### src/verilog/psp_map.svh
// offsets-free constant map: timing, limits and source capability table
`ifndef PSP_MAP_SVH
`define PSP_MAP_SVH
`define PSP_CLK_MHZ        125
`define PSP_T_DEB_US       100
`define PSP_T_RESP_US      30000
`define PSP_T_REJ_US       5000
`define PSP_CAPS_TRIES     4'h8
`define PSP_FB_DIV         8'h7C
`define PSP_FB_RST         10'h200
`define PSP_FB_TOL_MV      16'h0064
`define PSP_OCP_MARGIN_MA  16'h00FA
`define PSP_OCP_TICKS      8'h10
`define PSP_VSAFE5_MV      16'h1388
`define PSP_TYPEC_MA       16'h0BB8
`define PSP_NUM_PDO        3'h7
`define PSP_PDO1_MV        16'h1388
`define PSP_PDO2_MV        16'h2328
`define PSP_PDO3_MV        16'h2EE0
`define PSP_PDO4_MV        16'h3A98
`define PSP_PDO5_MV        16'h4E20
`define PSP_PDO_MA         16'h0BB8
`define PSP_PDO5_MA        16'h08CA
`define PSP_APDO_MIN_MV    16'h0CE4
`define PSP_APDO1_MAX_MV   16'h3E80
`define PSP_APDO2_MAX_MV   16'h5208
`define PSP_ADC_CH_IBUS    1'b0
`define PSP_ADC_CH_VBUS    1'b1
`endif

### src/verilog/psp_pkg.sv
// shared types of the source policy controller
package psp_pkg;
   typedef enum logic [3:0] {
      S_DETACHED  = 4'h0,
      S_DEBOUNCE  = 4'h1,
      S_SEND_CAPS = 4'h2,
      S_BACKOFF   = 4'h3,
      S_WAIT_REQ  = 4'h4,
      S_REJECT    = 4'h5,
      S_ACCEPT    = 4'h6,
      S_SETTLE    = 4'h7,
      S_PS_RDY    = 4'h8,
      S_CONTRACT  = 4'h9,
      S_PPS_IBUS  = 4'hA,
      S_PPS_VBUS  = 4'hB,
      S_PPS_TX    = 4'hC,
      S_TYPEC     = 4'hD,
      S_DISABLED  = 4'hE
   } psp_state_e;
   typedef enum logic [1:0] {
      RX_REQUEST = 2'h0,
      RX_GET_PPS = 2'h1,
      RX_OTHER   = 2'h2
   } psp_rx_e;
   typedef enum logic [2:0] {
      TX_CAPS   = 3'h0,
      TX_ACCEPT = 3'h1,
      TX_REJECT = 3'h2,
      TX_PS_RDY = 3'h3,
      TX_PPS_ST = 3'h4
   } psp_tx_e;
   typedef enum logic [1:0] {
      LEG_NONE    = 2'h0,
      LEG_SHORT   = 2'h1,
      LEG_DIVIDER = 2'h2
   } psp_leg_e;
endpackage

### src/verilog/psp_fb_if.sv
// policy-to-loop carrier: targets down, loop status up
`timescale 1ns/100ps
interface psp_fb_if;
   logic [15:0] target_mv;
   logic [15:0] ilim_ma;
   logic        pps_mode;
   logic        fixed_mode;
   logic        cable_comp;
   logic        ocp_trip;
   logic        settled;
   modport ctrl (output target_mv, ilim_ma, pps_mode, fixed_mode, cable_comp,
                 input ocp_trip, settled);
   modport loop (input target_mv, ilim_ma, pps_mode, fixed_mode, cable_comp,
                 output ocp_trip, settled);
endinterface

### src/verilog/psp_policy_ctrl.sv
// type-c attach and pd source policy with power stage steering
// Summary of operation
// [RULE1] feedback drive steers sensed voltage to contract
// [RULE2] silent sink keeps plain 5 V until detach
// [RULE3] current used for ocp, cc limit, compensation
// [RULE4] pps status samples current with 10-bit converter
// [RULE5] pps status voltage read from rail channel
// [RULE6] divider option presents legacy signalling, 3 A
// [RULE7] data phy advertises charging port, 1.5 A; this controller has no data phy logic
// [RULE8] caps and replies sent without external processor
// [RULE9] legitimate attach turns load switch on
// [RULE10] attach starts at 5 V, 3 A pull-up
// [RULE11] caps sent on oriented cc line
// [RULE12] bad request: reject, wait, resend caps
// [RULE13] cc over-voltage: disable, switch off, discharge
// [RULE14] detach: switch off, 5 V target, rewait
`timescale 1ns/100ps
`include "psp_map.svh"
module psp_policy_ctrl #(
   parameter int DEB_CYC  = `PSP_T_DEB_US * `PSP_CLK_MHZ,
   parameter int RESP_CYC = `PSP_T_RESP_US * `PSP_CLK_MHZ,
   parameter int REJ_CYC  = `PSP_T_REJ_US * `PSP_CLK_MHZ
) (
   // clock and reset
   input  wire logic        core_clk_i,
   input  wire logic        rst_n_i,
   // cc line comparators
   input  wire logic        cc1_rd_i,
   input  wire logic        cc2_rd_i,
   input  wire logic        cc1_ovp_i,
   input  wire logic        cc2_ovp_i,
   // options
   input  wire logic        div_emul_en_i,
   input  wire logic        cable_comp_en_i,
   input  wire logic        legacy_dp_dm_short_i,
   // pd message layer
   input  wire logic        rx_valid_i,
   input  wire logic [1:0]  rx_type_i,
   input  wire logic [2:0]  rx_obj_pos_i,
   input  wire logic [15:0] rx_current_ma_i,
   input  wire logic [15:0] rx_voltage_mv_i,
   input  wire logic        tx_done_i,
   input  wire logic        tx_acked_i,
   output logic             tx_valid_o,
   output logic [2:0]       tx_type_o,
   output logic [31:0]      tx_data_o,
   output logic             tx_on_cc2_o,
   // converter
   input  wire logic        adc_valid_i,
   input  wire logic [9:0]  adc_data_i,
   output logic             adc_start_o,
   output logic             adc_chan_o,
   // sensed quantities
   input  wire logic [15:0] vfb_mv_i,
   input  wire logic [15:0] isense_ma_i,
   // power path and cc
   output logic             load_switch_o,
   output logic             bus_discharge_o,
   output logic             cc_pullup_3a_o,
   output logic [1:0]       legacy_sig_o,
   output logic [9:0]       feedback_drive_output_o
);
   psp_fb_if fb ();

   psp_pkg::psp_state_e st_ff, nxt_st;
   logic [23:0] tmr_ff, nxt_tmr;
   logic [3:0]  caps_ff, nxt_caps;
   logic        pd_seen_ff, nxt_pd_seen;
   logic        cc2_ff, nxt_cc2;
   logic        pps_ff, nxt_pps;
   logic        contr_ff, nxt_contr;
   logic [15:0] tgt_ff, nxt_tgt;
   logic [15:0] ilim_ff, nxt_ilim;
   logic [15:0] req_mv_ff, nxt_req_mv;
   logic [15:0] req_ma_ff, nxt_req_ma;
   logic [9:0]  ibus_ff, nxt_ibus;
   logic [9:0]  vbus_ff, nxt_vbus;
   logic        txv_ff, nxt_txv;
   logic [2:0]  txt_ff, nxt_txt;
   logic        adcs_ff, nxt_adcs;
   logic        adcc_ff, nxt_adcc;
   logic        gate_ff, nxt_gate;
   logic        bus_discharge_pin_ff, nxt_bus_discharge_pin;
   logic        pull_ff, nxt_pull;
   logic [1:0]  leg_ff, nxt_leg;
   logic        ovp, rd_sel, req_good;

   // maximum current of an object position, zero for an unknown one
   function automatic logic [15:0] pos_ma(input logic [2:0] pos);
      if (pos == 3'h5 || pos == 3'h7) pos_ma = `PSP_PDO5_MA;
      else if (pos == 3'h0) pos_ma = 16'h0000;
      else pos_ma = `PSP_PDO_MA;
   endfunction

   // output voltage of an object position; programmable ones take the asked value
   function automatic logic [15:0] pos_mv(input logic [2:0] pos, input logic [15:0] ask);
      case (pos)
         3'h2:    pos_mv = `PSP_PDO2_MV;
         3'h3:    pos_mv = `PSP_PDO3_MV;
         3'h4:    pos_mv = `PSP_PDO4_MV;
         3'h5:    pos_mv = `PSP_PDO5_MV;
         3'h6,
         3'h7:    pos_mv = ask;
         default: pos_mv = `PSP_PDO1_MV;
      endcase
   endfunction

   // request check: known position, current in range, pps voltage in window
   function automatic logic check_req(input logic [2:0] pos, input logic [15:0] ma,
                                      input logic [15:0] mv);
      logic [15:0] vmax;
      vmax = (pos == 3'h6) ? `PSP_APDO1_MAX_MV : `PSP_APDO2_MAX_MV;
      check_req = (pos != 3'h0) && (pos <= `PSP_NUM_PDO) && (ma <= pos_ma(pos))
                  && (pos < 3'h6 || (mv >= `PSP_APDO_MIN_MV && mv <= vmax));
   endfunction

   assign ovp      = cc1_ovp_i | cc2_ovp_i;
   assign rd_sel   = cc2_ff ? cc2_rd_i : cc1_rd_i;
   assign req_good = check_req(rx_obj_pos_i, rx_current_ma_i, rx_voltage_mv_i);

   // policy state machine and its outputs
   always_comb begin
      nxt_st      = st_ff;
      nxt_tmr     = (tmr_ff != 24'h000000) ? tmr_ff - 24'h000001 : tmr_ff;
      nxt_caps    = caps_ff;
      nxt_pd_seen = pd_seen_ff;
      nxt_cc2     = cc2_ff;
      nxt_pps     = pps_ff;
      nxt_contr   = contr_ff;
      nxt_tgt     = tgt_ff;
      nxt_ilim    = ilim_ff;
      nxt_req_mv  = req_mv_ff;
      nxt_req_ma  = req_ma_ff;
      nxt_ibus    = ibus_ff;
      nxt_vbus    = vbus_ff;
      nxt_txv     = txv_ff;
      nxt_txt     = txt_ff;
      nxt_adcs    = 1'b0;
      nxt_adcc    = adcc_ff;
      nxt_gate    = gate_ff;
      nxt_bus_discharge_pin    = bus_discharge_pin_ff;
      nxt_pull    = 1'b1;
      nxt_leg     = leg_ff;
      case (st_ff)
         psp_pkg::S_DETACHED: begin
            nxt_gate = 1'b0;
            nxt_bus_discharge_pin = 1'b1;
            // exactly one rd means a sink; both means an accessory, not a sink
            if (cc1_rd_i ^ cc2_rd_i) begin
               nxt_cc2 = cc2_rd_i; // [RULE11]
               nxt_tmr = 24'(DEB_CYC - 1);
               nxt_st  = psp_pkg::S_DEBOUNCE;
            end
         end
         psp_pkg::S_DEBOUNCE: begin
            if (!(rd_sel && (cc1_rd_i ^ cc2_rd_i))) begin
               nxt_st = psp_pkg::S_DETACHED;
            end else if (tmr_ff == 24'h000000) begin
               nxt_gate    = 1'b1; // [RULE9]
               nxt_bus_discharge_pin    = 1'b0;
               nxt_tgt     = `PSP_VSAFE5_MV; // [RULE10]
               nxt_ilim    = `PSP_TYPEC_MA; // [RULE10]
               nxt_caps    = 4'h0;
               nxt_pd_seen = 1'b0;
               nxt_leg     = div_emul_en_i ? (legacy_dp_dm_short_i ? psp_pkg::LEG_SHORT
                                                : psp_pkg::LEG_DIVIDER) : psp_pkg::LEG_NONE; // [RULE6]
               nxt_st      = psp_pkg::S_SEND_CAPS;
            end
         end
         psp_pkg::S_SEND_CAPS: begin
            nxt_txv = 1'b1; // [RULE8]
            nxt_txt = psp_pkg::TX_CAPS; // [RULE11]
            if (txv_ff && tx_done_i) begin
               nxt_txv  = 1'b0;
               nxt_caps = caps_ff + 4'h1;
               nxt_tmr  = 24'(RESP_CYC - 1);
               if (tx_acked_i) begin
                  nxt_pd_seen = 1'b1;
                  nxt_st      = psp_pkg::S_WAIT_REQ;
               end else if (!pd_seen_ff && caps_ff + 4'h1 >= `PSP_CAPS_TRIES) begin
                  nxt_st = psp_pkg::S_TYPEC; // [RULE2]
               end else begin
                  nxt_st = psp_pkg::S_BACKOFF;
               end
            end
         end
         psp_pkg::S_BACKOFF: begin
            if (tmr_ff == 24'h000000) nxt_st = psp_pkg::S_SEND_CAPS; // [RULE12]
         end
         psp_pkg::S_WAIT_REQ, psp_pkg::S_CONTRACT: begin
            if (rx_valid_i && rx_type_i == psp_pkg::RX_REQUEST) begin
               nxt_req_mv = pos_mv(rx_obj_pos_i, rx_voltage_mv_i);
               nxt_req_ma = rx_current_ma_i;
               nxt_pps    = (rx_obj_pos_i >= 3'h6);
               nxt_st     = req_good ? psp_pkg::S_ACCEPT : psp_pkg::S_REJECT; // [RULE12]
            end else if (rx_valid_i && rx_type_i == psp_pkg::RX_GET_PPS && contr_ff
                         && pps_ff) begin
               nxt_adcs = 1'b1; // [RULE4]
               nxt_adcc = `PSP_ADC_CH_IBUS; // [RULE4]
               nxt_st   = psp_pkg::S_PPS_IBUS;
            end else if (st_ff == psp_pkg::S_WAIT_REQ && tmr_ff == 24'h000000) begin
               nxt_st = psp_pkg::S_SEND_CAPS;
            end
         end
         psp_pkg::S_REJECT: begin
            nxt_txv = 1'b1;
            nxt_txt = psp_pkg::TX_REJECT; // [RULE12]
            if (txv_ff && tx_done_i) begin
               nxt_txv = 1'b0;
               nxt_tmr = 24'(REJ_CYC - 1);
               nxt_st  = psp_pkg::S_BACKOFF; // [RULE12]
            end
         end
         psp_pkg::S_ACCEPT: begin
            nxt_txv = 1'b1;
            nxt_txt = psp_pkg::TX_ACCEPT;
            if (txv_ff && tx_done_i) begin
               nxt_txv   = 1'b0;
               nxt_tgt   = req_mv_ff; // [RULE1]
               nxt_ilim  = req_ma_ff;
               nxt_contr = 1'b1;
               nxt_tmr   = 24'(RESP_CYC - 1);
               nxt_st    = psp_pkg::S_SETTLE;
            end
         end
         psp_pkg::S_SETTLE: begin
            // settle flag lags one clock; its stale value from the old target can end the settle at once
            if (fb.settled || tmr_ff == 24'h000000) nxt_st = psp_pkg::S_PS_RDY;
         end
         psp_pkg::S_PS_RDY: begin
            nxt_txv = 1'b1;
            nxt_txt = psp_pkg::TX_PS_RDY;
            if (txv_ff && tx_done_i) begin
               nxt_txv = 1'b0;
               nxt_st  = psp_pkg::S_CONTRACT;
            end
         end
         psp_pkg::S_PPS_IBUS: begin
            if (adc_valid_i) begin
               nxt_ibus = adc_data_i; // [RULE4]
               nxt_adcs = 1'b1;
               nxt_adcc = `PSP_ADC_CH_VBUS; // [RULE5]
               nxt_st   = psp_pkg::S_PPS_VBUS;
            end
         end
         psp_pkg::S_PPS_VBUS: begin
            if (adc_valid_i) begin
               nxt_vbus = adc_data_i; // [RULE5]
               nxt_st   = psp_pkg::S_PPS_TX;
            end
         end
         psp_pkg::S_PPS_TX: begin
            nxt_txv = 1'b1;
            nxt_txt = psp_pkg::TX_PPS_ST; // [RULE4]
            if (txv_ff && tx_done_i) begin
               nxt_txv = 1'b0;
               nxt_st  = psp_pkg::S_CONTRACT;
            end
         end
         psp_pkg::S_TYPEC: begin
            nxt_tgt = `PSP_VSAFE5_MV; // [RULE2]
         end
         default: begin
            nxt_gate = 1'b0;
            nxt_bus_discharge_pin = 1'b1;
            nxt_pull = 1'b0;
            if (!ovp && !cc1_rd_i && !cc2_rd_i) nxt_st = psp_pkg::S_DETACHED;
         end
      endcase
      // detach or fault drops power and contract; faults outrank detach
      if (ovp || fb.ocp_trip || (st_ff != psp_pkg::S_DETACHED && st_ff != psp_pkg::S_DEBOUNCE
          && st_ff != psp_pkg::S_DISABLED && !rd_sel)) begin
         nxt_st    = (ovp || fb.ocp_trip) ? psp_pkg::S_DISABLED : psp_pkg::S_DETACHED; // [RULE13]
         nxt_gate  = 1'b0; // [RULE14]
         nxt_bus_discharge_pin  = 1'b1; // [RULE13]
         nxt_pull  = !(ovp || fb.ocp_trip);
         nxt_tgt   = `PSP_VSAFE5_MV; // [RULE14]
         nxt_ilim  = `PSP_TYPEC_MA;
         nxt_contr = 1'b0;
         nxt_pps   = 1'b0;
         nxt_txv   = 1'b0;
         nxt_leg   = psp_pkg::LEG_NONE;
      end
   end

   // register stage; reset leaves the bus discharged and unpowered
   always_ff @(posedge core_clk_i) begin
      if (!rst_n_i) begin
         st_ff      <= psp_pkg::S_DETACHED;
         tmr_ff     <= 24'h000000;
         caps_ff    <= 4'h0;
         pd_seen_ff <= 1'b0;
         cc2_ff     <= 1'b0;
         pps_ff     <= 1'b0;
         contr_ff   <= 1'b0;
         tgt_ff     <= `PSP_VSAFE5_MV;
         ilim_ff    <= `PSP_TYPEC_MA;
         req_mv_ff  <= `PSP_VSAFE5_MV;
         req_ma_ff  <= 16'h0000;
         ibus_ff    <= 10'h000;
         vbus_ff    <= 10'h000;
         txv_ff     <= 1'b0;
         txt_ff     <= psp_pkg::TX_CAPS;
         adcs_ff    <= 1'b0;
         adcc_ff    <= `PSP_ADC_CH_IBUS;
         gate_ff    <= 1'b0;
         bus_discharge_pin_ff    <= 1'b1;
         pull_ff    <= 1'b1;
         leg_ff     <= psp_pkg::LEG_NONE;
      end else begin
         st_ff      <= nxt_st;
         tmr_ff     <= nxt_tmr;
         caps_ff    <= nxt_caps;
         pd_seen_ff <= nxt_pd_seen;
         cc2_ff     <= nxt_cc2;
         pps_ff     <= nxt_pps;
         contr_ff   <= nxt_contr;
         tgt_ff     <= nxt_tgt;
         ilim_ff    <= nxt_ilim;
         req_mv_ff  <= nxt_req_mv;
         req_ma_ff  <= nxt_req_ma;
         ibus_ff    <= nxt_ibus;
         vbus_ff    <= nxt_vbus;
         txv_ff     <= nxt_txv;
         txt_ff     <= nxt_txt;
         adcs_ff    <= nxt_adcs;
         adcc_ff    <= nxt_adcc;
         gate_ff    <= nxt_gate;
         bus_discharge_pin_ff    <= nxt_bus_discharge_pin;
         pull_ff    <= nxt_pull;
         leg_ff     <= nxt_leg;
      end
   end

   // loop targets
   assign fb.target_mv  = tgt_ff;
   assign fb.ilim_ma    = ilim_ff;
   assign fb.pps_mode   = contr_ff & pps_ff;
   assign fb.fixed_mode = contr_ff & ~pps_ff;
   assign fb.cable_comp = cable_comp_en_i;

   psp_fb_loop u_loop (
      .core_clk_i       (core_clk_i),
      .rst_n_i          (rst_n_i),
      .vfb_mv_i         (vfb_mv_i),
      .isense_ma_i      (isense_ma_i),
      .fb               (fb.loop),
      .feedback_drive_o (feedback_drive_output_o)
   );

   // registered outputs
   assign tx_valid_o      = txv_ff;
   assign tx_type_o       = txt_ff;
   assign tx_data_o       = {6'h00, vbus_ff, 6'h00, ibus_ff};
   assign tx_on_cc2_o     = cc2_ff; // [RULE11]
   assign adc_start_o     = adcs_ff;
   assign adc_chan_o      = adcc_ff;
   assign load_switch_o   = gate_ff;
   assign bus_discharge_o = bus_discharge_pin_ff;
   assign cc_pullup_3a_o  = pull_ff;
   assign legacy_sig_o    = leg_ff;
endmodule // psp_policy_ctrl

### src/verilog/psp_fb_loop.sv
// feedback drive stepping loop with current limit and over-current check
`timescale 1ns/100ps
`include "psp_map.svh"
module psp_fb_loop (
   // clock and reset
   input  wire logic       core_clk_i,
   input  wire logic       rst_n_i,
   // sensed quantities
   input  wire logic [15:0] vfb_mv_i,
   input  wire logic [15:0] isense_ma_i,
   // policy side
   psp_fb_if.loop          fb,
   // power stage drive
   output logic [9:0]       feedback_drive_o
);
   logic [7:0]  div_ff, nxt_div;
   logic [7:0]  ocp_cnt_ff, nxt_ocp_cnt;
   logic [9:0]  drv_ff, nxt_drv;
   logic        trip_ff, nxt_trip;
   logic        set_ff, nxt_set;
   logic [15:0] tgt;
   logic        tick;

   // slow tick: stepping every clock would ring the stage filter
   assign tick = (div_ff == 8'h00);
   // cable drop: roughly 62 mohm worth of lift per sensed mA
   assign tgt = fb.target_mv + (fb.cable_comp ? (isense_ma_i >> 4) : 16'h0000); // [RULE3]

   // next drive, settle and trip values
   always_comb begin
      nxt_div     = tick ? `PSP_FB_DIV : div_ff - 8'h01;
      nxt_drv     = drv_ff;
      nxt_ocp_cnt = ocp_cnt_ff;
      nxt_trip    = 1'b0;
      nxt_set     = ((vfb_mv_i > tgt) ? vfb_mv_i - tgt : tgt - vfb_mv_i) <= `PSP_FB_TOL_MV;
      if (tick) begin
         if (fb.pps_mode && isense_ma_i > fb.ilim_ma) begin
            if (drv_ff != 10'h000) nxt_drv = drv_ff - 10'h001; // [RULE3]
         end else if (vfb_mv_i < tgt) begin
            if (drv_ff != 10'h3FF) nxt_drv = drv_ff + 10'h001; // [RULE1]
         end else if (vfb_mv_i > tgt) begin
            if (drv_ff != 10'h000) nxt_drv = drv_ff - 10'h001; // [RULE1]
         end
         if (fb.fixed_mode && isense_ma_i > fb.ilim_ma + `PSP_OCP_MARGIN_MA) begin
            nxt_ocp_cnt = ocp_cnt_ff + 8'h01;
            if (ocp_cnt_ff == `PSP_OCP_TICKS) begin
               nxt_trip    = 1'b1; // [RULE3]
               nxt_ocp_cnt = 8'h00;
            end
         end else begin
            nxt_ocp_cnt = 8'h00;
         end
      end
   end

   // register stage
   always_ff @(posedge core_clk_i) begin
      if (!rst_n_i) begin
         div_ff     <= 8'h00;
         drv_ff     <= `PSP_FB_RST;
         ocp_cnt_ff <= 8'h00;
         trip_ff    <= 1'b0;
         set_ff     <= 1'b0;
      end else begin
         div_ff     <= nxt_div;
         drv_ff     <= nxt_drv;
         ocp_cnt_ff <= nxt_ocp_cnt;
         trip_ff    <= nxt_trip;
         set_ff     <= nxt_set;
      end
   end

   assign fb.ocp_trip       = trip_ff;
   assign fb.settled        = set_ff;
   assign feedback_drive_o  = drv_ff;
endmodule // psp_fb_loop

### config.mk
export PLATFORM = sky130hd
export DESIGN_NAME = psp_policy_ctrl
export DESIGN_NICKNAME = d
export VERILOG_FILES = /design/src/verilog/psp_pkg.sv /design/src/verilog/psp_fb_if.sv /design/src/verilog/psp_policy_ctrl.sv /design/src/verilog/psp_fb_loop.sv
export VERILOG_INCLUDE_DIRS = /design/src /design/src/verilog
export SDC_FILE = /design/constraint.sdc
export NUM_CORES = 1
export LEC_CHECK = 0
export ABC_AREA = 1
export BUFFER_PORTS_ARGS = -buffer_cell sky130_fd_sc_hd__buf_2
export CAP_MARGIN = 5
export CORE_UTILIZATION = 25
export CTS_CLUSTER_DIAMETER = 100
export DETAILED_ROUTE_END_ITERATION = 16
export GPL_TIMING_DRIVEN = 0
export PLACE_DENSITY_LB_ADDON = 0.25
export SLEW_MARGIN = 20
export SYNTH_ARGS = -nofsm -noshare
export SYNTH_HDL_FRONTEND = slang
export SYNTH_HIERARCHICAL = 1
export SYNTH_SLANG_ARGS = --single-unit
### constraint.sdc
create_clock -name core_clk_i -period 4.8 [get_ports core_clk_i]
set_clock_uncertainty 0.15 [all_clocks]
set_input_delay 0.24 -clock core_clk_i [delete_from_list [all_inputs] [get_ports core_clk_i]]
set_output_delay 0.24 -clock core_clk_i [all_outputs]
set_load 0.02 [all_outputs]
======== Word-level counts from Yosys, hierarchy flattened ========
Cells that the tools add are included.
word-level totals
  bits in registers ....................... 159
  latch bits .............................. 0
  bits in writable memories ............... 0
  ROM bits ................................ 0
  input bits .............................. 92
  output and inout bits ................... 54
  logic and storage cells ................. 245
  memories kept ........................... 0
cells by class
  add/subtract/negate cells ............... 10
  multipliers ............................. 0
  div/mod/pow operators ................... 0
  $lt $le $gt $ge ......................... 12
  equal/unequal tests ..................... 43
  shift-type cells ........................ 0
  mux-type cells .......................... 76
  bitwise gates (word level) .............. 7
  reductions and logical operators ........ 70
operators by type and width
  cell                                                                  number
  2-to-1 mux 16 bit                                                     7
  2-to-1 mux 24 bit                                                     4
  2-to-1 mux 4 bit                                                      21
  one-hot mux 16 bit (5 select lines)                                   1
  one-hot mux 24 bit (3 select lines)                                   1
  2-to-1 mux 10 bit                                                     5
  > comparator 16 bit                                                   3
  one-hot mux 16 bit (3 select lines)                                   1
  one-hot mux 4 bit (12 select lines)                                   1
  2-to-1 mux 12 bit                                                     3
  one-hot mux 16 bit (2 select lines)                                   1
  subtractor 16 bit                                                     2
  == test 4 bit (second input constant)                                 6
  logical NOT 24 bit                                                    1
  nonzero test 24 bit                                                   1
  subtractor 24 x 1 -> 24 bit (second input constant)                   1
  inequality test 3 bit (second input constant)                         7
  logical AND 1 bit                                                     19
  inequality test 2 bit (second input constant)                         9
  2-to-1 mux 1 bit                                                      17
  adder 16 bit                                                          1
  adder 16 x 8 -> 16 bit (second input constant)                        1
  == test 4 x 3 -> 1 bit (second input constant)                        4
  greater-or-equal comparator 16 x 12 -> 1 bit (second input constant)  1
  57 further kinds                                                      100

======== Longest topological paths before layout ========
  depth in word-level cells ............... 10
  mapped depth ............................ 29
  gate-level depth less buffers ........... 29

======== Cells and area by module ========
Netlist, hierarchy kept.
by module, submodules not included
  module           times used  cells each  area each (um^2)  sequential area each (um^2)
  psp_policy_ctrl  1           922         6500.0            2622.5
  psp_fb_loop      1           959         5631.7            560.5

======== Worst setup path after synthesis ========
OpenSTA, ideal clock, no wires.
  path type ............................... input -> register
  from .................................... input cable_comp_en_i
  to ...................................... register u_loop.drv_ff[3] (netlist: u_loop/feedback_drive_o[3])
  library setup time ...................... 0.132 ns
  arrival time ............................ 3.346 ns
  required time ........................... 4.518 ns
  slack ................................... 1.172 ns
  stages .................................. 24
  path buffers ............................ 2
  cell sequence ........................... clkbuf_1 nand2_1 inv_1 ha_1 inv_1 nor3_1 nand2_1 o211ai_1 nand3_1 and2_1 o21ai_0 xnor2_1 inv_1 ha_1 nand2_1 nor3_4 nand2_4 nand2_4 inv_2 o31ai_1 nand3_2 buf_4 nand3_1 a21oi_1
on the way
  word-level cells in the longest chain between the ends .. 5
  elaborated cells on any way between the ends .. 9
  classes of those cells .................. 1 x add/sub; 2 x order compare; 1 x eq/ne; 3 x mux; 2 x reduce/logical
RTL lines
  item                                                                RTL line                              RTL
  start, declared                                                     psp_policy_ctrl.sv:34                 input wire logic cable_comp_en_i,
  2-to-1 mux 12 bit (*)                                               psp_fb_loop.sv:27                     assign tgt = fb.target_mv + (fb.cable_comp ? (isense_ma_i >> 4) : 16'h0000);
  adder 16 bit (*)                                                    psp_fb_loop.sv:27
  < comparator 16 bit or > comparator 16 bit (tied branches)          psp_fb_loop.sv:39, psp_fb_loop.sv:41
  inequality test 3 x 2 -> 1 bit (no line) (tied with other cells)    --
  AND reduction 3 bit (no line) or 2-to-1 mux 10 bit (tied branches)  --
  end signal, assigned                                                psp_fb_loop.sv:60                     drv_ff <= `PSP_FB_RST;
  end signal, assigned                                                psp_fb_loop.sv:66                     drv_ff <= nxt_drv;
  end, declared                                                       psp_fb_loop.sv:18                     logic [9:0] drv_ff, nxt_drv;
Mark *: on every way between the ends. The rest lies on a longest branch, timed or not.
A chain may end at the register's enable or synchronous reset.

======== Final worst setup path ========
  from .................................... register tgt_ff[0] (netlist: fb.target_mv[0])
  to ...................................... register u_loop.set_ff (netlist: u_loop/fb.settled)
on the way
  word-level cells in the longest chain between the ends .. 4
  elaborated cells on any way between the ends .. 6
  classes of those cells .................. 3 x add/sub; 2 x order compare; 1 x mux
RTL lines
  item                                                      RTL line                RTL
  start, declared                                           psp_policy_ctrl.sv:72   logic [15:0] tgt_ff, nxt_tgt;
  start signal, assigned                                    psp_policy_ctrl.sv:296  tgt_ff <= `PSP_VSAFE5_MV;
  start signal, assigned                                    psp_policy_ctrl.sv:318  tgt_ff <= nxt_tgt;
  adder 16 bit (*)                                          psp_fb_loop.sv:27
  subtractor 16 bit or > comparator 16 bit (tied branches)  psp_fb_loop.sv:35       nxt_set = ((vfb_mv_i > tgt) ? vfb_mv_i - tgt : tgt - vfb_mv_i) <= `PSP_FB_TOL_MV;
  2-to-1 mux 16 bit (*)                                     psp_fb_loop.sv:35
  <= comparator 16 x 7 -> 1 bit (no line) (*)               --
  end signal, assigned                                      psp_fb_loop.sv:69       set_ff <= nxt_set;
  end, declared                                             psp_fb_loop.sv:20       logic set_ff, nxt_set;
Marks and branches as above.

==> flow_summary.rst <==
.. list-table::
   :header-rows: 1

   * - Metric
     - Value
   * - CP max FO
     - 10
   * - Setup repair after global routing missed its margin
     - no
   * - Cell-internal power
     - 3145 uW
   * - Setup crit end kind
     - flip-flop
   * - Static power due to leakage
     - 0.007019 uW
   * - Number of buffers added by the clock tree synthesis step
     - 17
   * - Initial antenna violation count
     - 0
   * - Crit path max-delay family
     - simple AND/OR/NAND/NOR gates
   * - Drt pass-1 iters
     - 6
   * - Combinational fraction of design power
     - 45.6%
   * - Total overflow reported by the global router
     - 0
   * - Height of the die
     - 222.3 um
   * - Min Clock Period, post-route
     - 4398 ps
   * - Clock-pin slew reported for the worst setup and hold paths after clock tree synthesis
     - 70 ps
   * - CP Data Required Time
     - 4970 ps
   * - Number of failing hold endpoints at the final stage
     - 0
   * - Die width
     - 222.3 um
   * - Number of antenna-violating nets in the routed design
     - 0
   * - Post-synthesis average cell area
     - 6.450 um^2
   * - Starting density of the core
     - 25.36%
   * - Total vias in the final route
     - 12470
   * - Routed vias/inst
     - 4.604
   * - Synth cell types
     - 58
   * - Source-to-sink clock delay at the later pin of the worst-skew pair
     - 450 ps
   * - Sequential share of power
     - 29.9%
   * - Layout Cell Area excl Fill
     - 14560 um^2
   * - Global-route wire length before repair
     - 61350 um
   * - Leading area contributor after synthesis
     - sky130_fd_sc_hd__dfxtp_1
   * - Fraction of synthesized cell area taken by the top area cell type
     - 26.24%
   * - Largest incremental delay on the critical path
     - 430 ps
   * - Half-perimeter wire length after placement
     - 31600 um
   * - F_max
     - 227.4 MHz
   * - Power share of the clock group
     - 24.5%
   * - Most repeated library cell on the critical path
     - sky130_fd_sc_hd__nand2_1
   * - Worst hold slack across all endpoints
     - 43.88 ps
   * - Startpoint-to-endpoint class of the critical path
     - flip-flop to flip-flop
   * - Share of cells above drive strength 1
     - 13.19%
   * - Path type of the worst min-delay path
     - input pin to flip-flop
   * - Routability congestion estimate from global placement
     - 0.8914
   * - Sw frac
     - 43.66%
   * - Via count of the first global-routing pass
     - 11660
   * - Crit path buf inv count
     - 1
   * - # fillers
     - 5313
   * - CTS tree
     - built
   * - Post-route DRC violation count
     - 0
   * - Total clock sinks
     - 159
   * - Total die area
     - 49410 um^2
   * - Initial DRC Count
     - 784
   * - Cell area reported after detailed placement
     - 13600 um^2
   * - Total negative slack for setup checks
     - 0 ps
   * - Portion of the post-synthesis area used by sequential elements
     - 26.24%
   * - Diodes inserted
     - 0
   * - Count of final max-slew check failures
     - 0
   * - Max Cap Violations
     - 0
   * - Cell at the root of the clock tree
     - sky130_fd_sc_hd__clkbuf_16
   * - # port buffers
     - 131
   * - Number of synthesized flops with an enable pin
     - 0
   * - Top FF cell, synth
     - sky130_fd_sc_hd__dfxtp_1
   * - Cells after synthesis
     - 1881
   * - Synthesis Warnings
     - 6
   * - Commonest cells post-synth
     - sky130_fd_sc_hd__nand2_1, sky130_fd_sc_hd__inv_1, sky130_fd_sc_hd__a21oi_1, sky130_fd_sc_hd__dfxtp_1, sky130_fd_sc_hd__nor2_1
   * - # nets final
     - 2274
   * - Startpoint kind of the worst setup timing path
     - flip-flop
   * - Post-CTS Setup Bufs
     - 0
   * - Pin count of the biggest net entering global routing
     - 17
   * - Synth top area cells
     - sky130_fd_sc_hd__dfxtp_1, sky130_fd_sc_hd__nand2_1, sky130_fd_sc_hd__ha_1
   * - Total number of placement rows
     - 80
   * - Per-cell routed wire length
     - 14.16 um
   * - Outcome
     - finished, final reports clean
   * - Slowest CP cell
     - sky130_fd_sc_hd__ha_1
   * - Post-synthesis to final-layout area growth
     - 20.01%
   * - Final Setup Violations
     - 0
   * - Depth of the CTS H-tree
     - 4
   * - Global-route usage over all layers
     - 15.53%
   * - Final setup slack of the worst path
     - 402.1 ps
   * - Post-Syn Area
     - 12130 um^2
   * - Share of the cycle needed by the critical path after routing
     - 91.62%
   * - Switching power
     - 2437 uW
   * - Place WS
     - 237.9 ps
   * - Drt total wl
     - 38340 um
   * - Max_slew headroom
     - 49.09%
   * - Share of flip-flops with an asynchronous set or reset
     - 0%
   * - Area of the core
     - 47850 um^2
   * - Arrival time at the worst endpoint
     - 4570 ps
   * - Worst Max-Slew Pin Slew
     - 763.6 ps
   * - Most used standard cell by instance count after synthesis
     - sky130_fd_sc_hd__nand2_1
   * - Seq cells post-synth
     - 159
   * - Number of top-level design ports
     - 146
   * - Peak supply drop
     - 0.2432 mV
   * - Tot Pwr
     - 5582 uW
   * - Cell breakdown of the critical path
     - ha_1 -> fa_1 -> nand3_1 -> nand2_1 -> nand2_1 -> o211ai_1 -> nand3_1 -> and2_1 -> o21ai_0 -> xnor2_1 -> inv_1 -> ha_1 -> nand2_1 -> nor3_4 -> nand2_4 -> a21boi_4 -> nand2_1 -> nand3b_1 -> nand3_1 -> nor2_1 -> nor2_1
   * - Areal power density over the cells
     - 383.4 nW/um^2
   * - Max Root-Sink Buffers
     - 2
==> power by group through the flow <==
stage | clock [uW] | combinational (uW) | sequential [uW]
6_report | 1370 | 2550 | 1670
5_1_grt | 1460 | 2920 | 1690
4_1_cts | 1400 | 2550 | 1670
3_5_place_dp | 0 | 2510 | 1700
3_3_place_gp | 0 | 2490 | 1700
2_1_floorplan | 0 | 1930 | 1700
==> tightest hold or removal path, stage by stage <==
cell                      delay [ps]
sky130_fd_sc_hd__buf_2           110
sky130_fd_sc_hd__nand2_1          60
sky130_fd_sc_hd__nand2_1          40
sky130_fd_sc_hd__nand2_1          70
sky130_fd_sc_hd__a21oi_1          60
==> path summary, 6_finish.rpt <==
path	cells past startpoint	from	slack (ps)	end
setup / recovery	21	fb.target_mv[0]	400	u_loop/fb.settled
hold / removal	5	rx_voltage_mv_i[4]	40	req_mv_ff[4]
setup reg to reg	21	fb.target_mv[0]	400	u_loop/fb.settled
hold reg to reg	1	u_loop/div_ff[0]	260	u_loop/div_ff[0]
==> state kept, by name, indices dropped and copies added, names as in the netlist, 2 cells and up <==
register	cells
st_ff	4
ibus_ff	10
u_loop/div_ff	8
legacy_sig_o	2
req_mv_ff	16
u_loop/ocp_cnt_ff	8
vbus_ff	10
fb.ilim_ma	16
caps_ff	4
req_ma_ff	16
tx_type_o	3
fb.target_mv	16
u_loop/feedback_drive_o	10
tmr_ff	24
==> cell type report <==
class                   instances  area, um^2  area share, %
plain buffers                  58       335.3          2.303
inverters                     260       975.9          6.703
flip-flops and latches        159        3183          21.86
multi-input cells            1415        7679          52.74
clock inverters                15       155.1          1.066
well taps                     615       769.5          5.285
clock buffers                  17       425.4          2.922
repair buffers                169        1036          7.116
==> cells in the final DEF (no fill, tap or decap), drive strengths merged, types with 8 or more instances in the layout <==
cell type and count:
o21ai 70, ha 99, nor3 37, nor2 181, clkbuf 38, a211oi 8
nand2 535, xnor2 11, buf 168, nand3 143, conb 12, o22ai 17
xor2 47, nand4 28, inv 265, a21oi 168, dfxtp 159, dlygate4sd3 38
==> kinds of logic (layout without fill, tap and decap cells) <==
kind of cell | Yosys count | after routing | synth area share (%)
DFF | 159 | 159 | 26.24
adders and majority gates | 102 | 102 | 10.71
and+or+nand+nor | 945 | 945 | 34.19
AOI/OAI and AO/OA | 298 | 298 | 13.84
buffers and inverters | 318 | 519 | 10.81
other | 1 | 12 | 0.03091
xor gates and xnor gates | 58 | 58 | 4.187
==> metrics by stage <==
step,util [%],std cells
6_report,30.43,2708
2_1_floorplan,-,1892
3_3_place_gp,28.42,2638
3_5_place_dp,28.42,2638
5_1_grt,30.43,2708
4_1_cts,30.43,2708
==> metal layers <==
| metal | track usage, % | vias to the layer above | routed length (um) |
|---|---|---|---|
| li1 | - | 6477 | - |
| met1 | 21.13 | 5659 | 18840 |
| met2 | 25.22 | 302 | 17100 |
| met3 | 3.094 | 29 | 2023 |
| met4 | 3.248 | 0 | 379 |
| met5 | 0 | - | 0 |
==> timing repair <==
item | in CTS | in global routing
hold buffers | 38 | 0
gates resized for setup | 0 | 0
hold endpoints to repair | 46 | 0
Note: power is estimated with default switching activity, not from simulation.
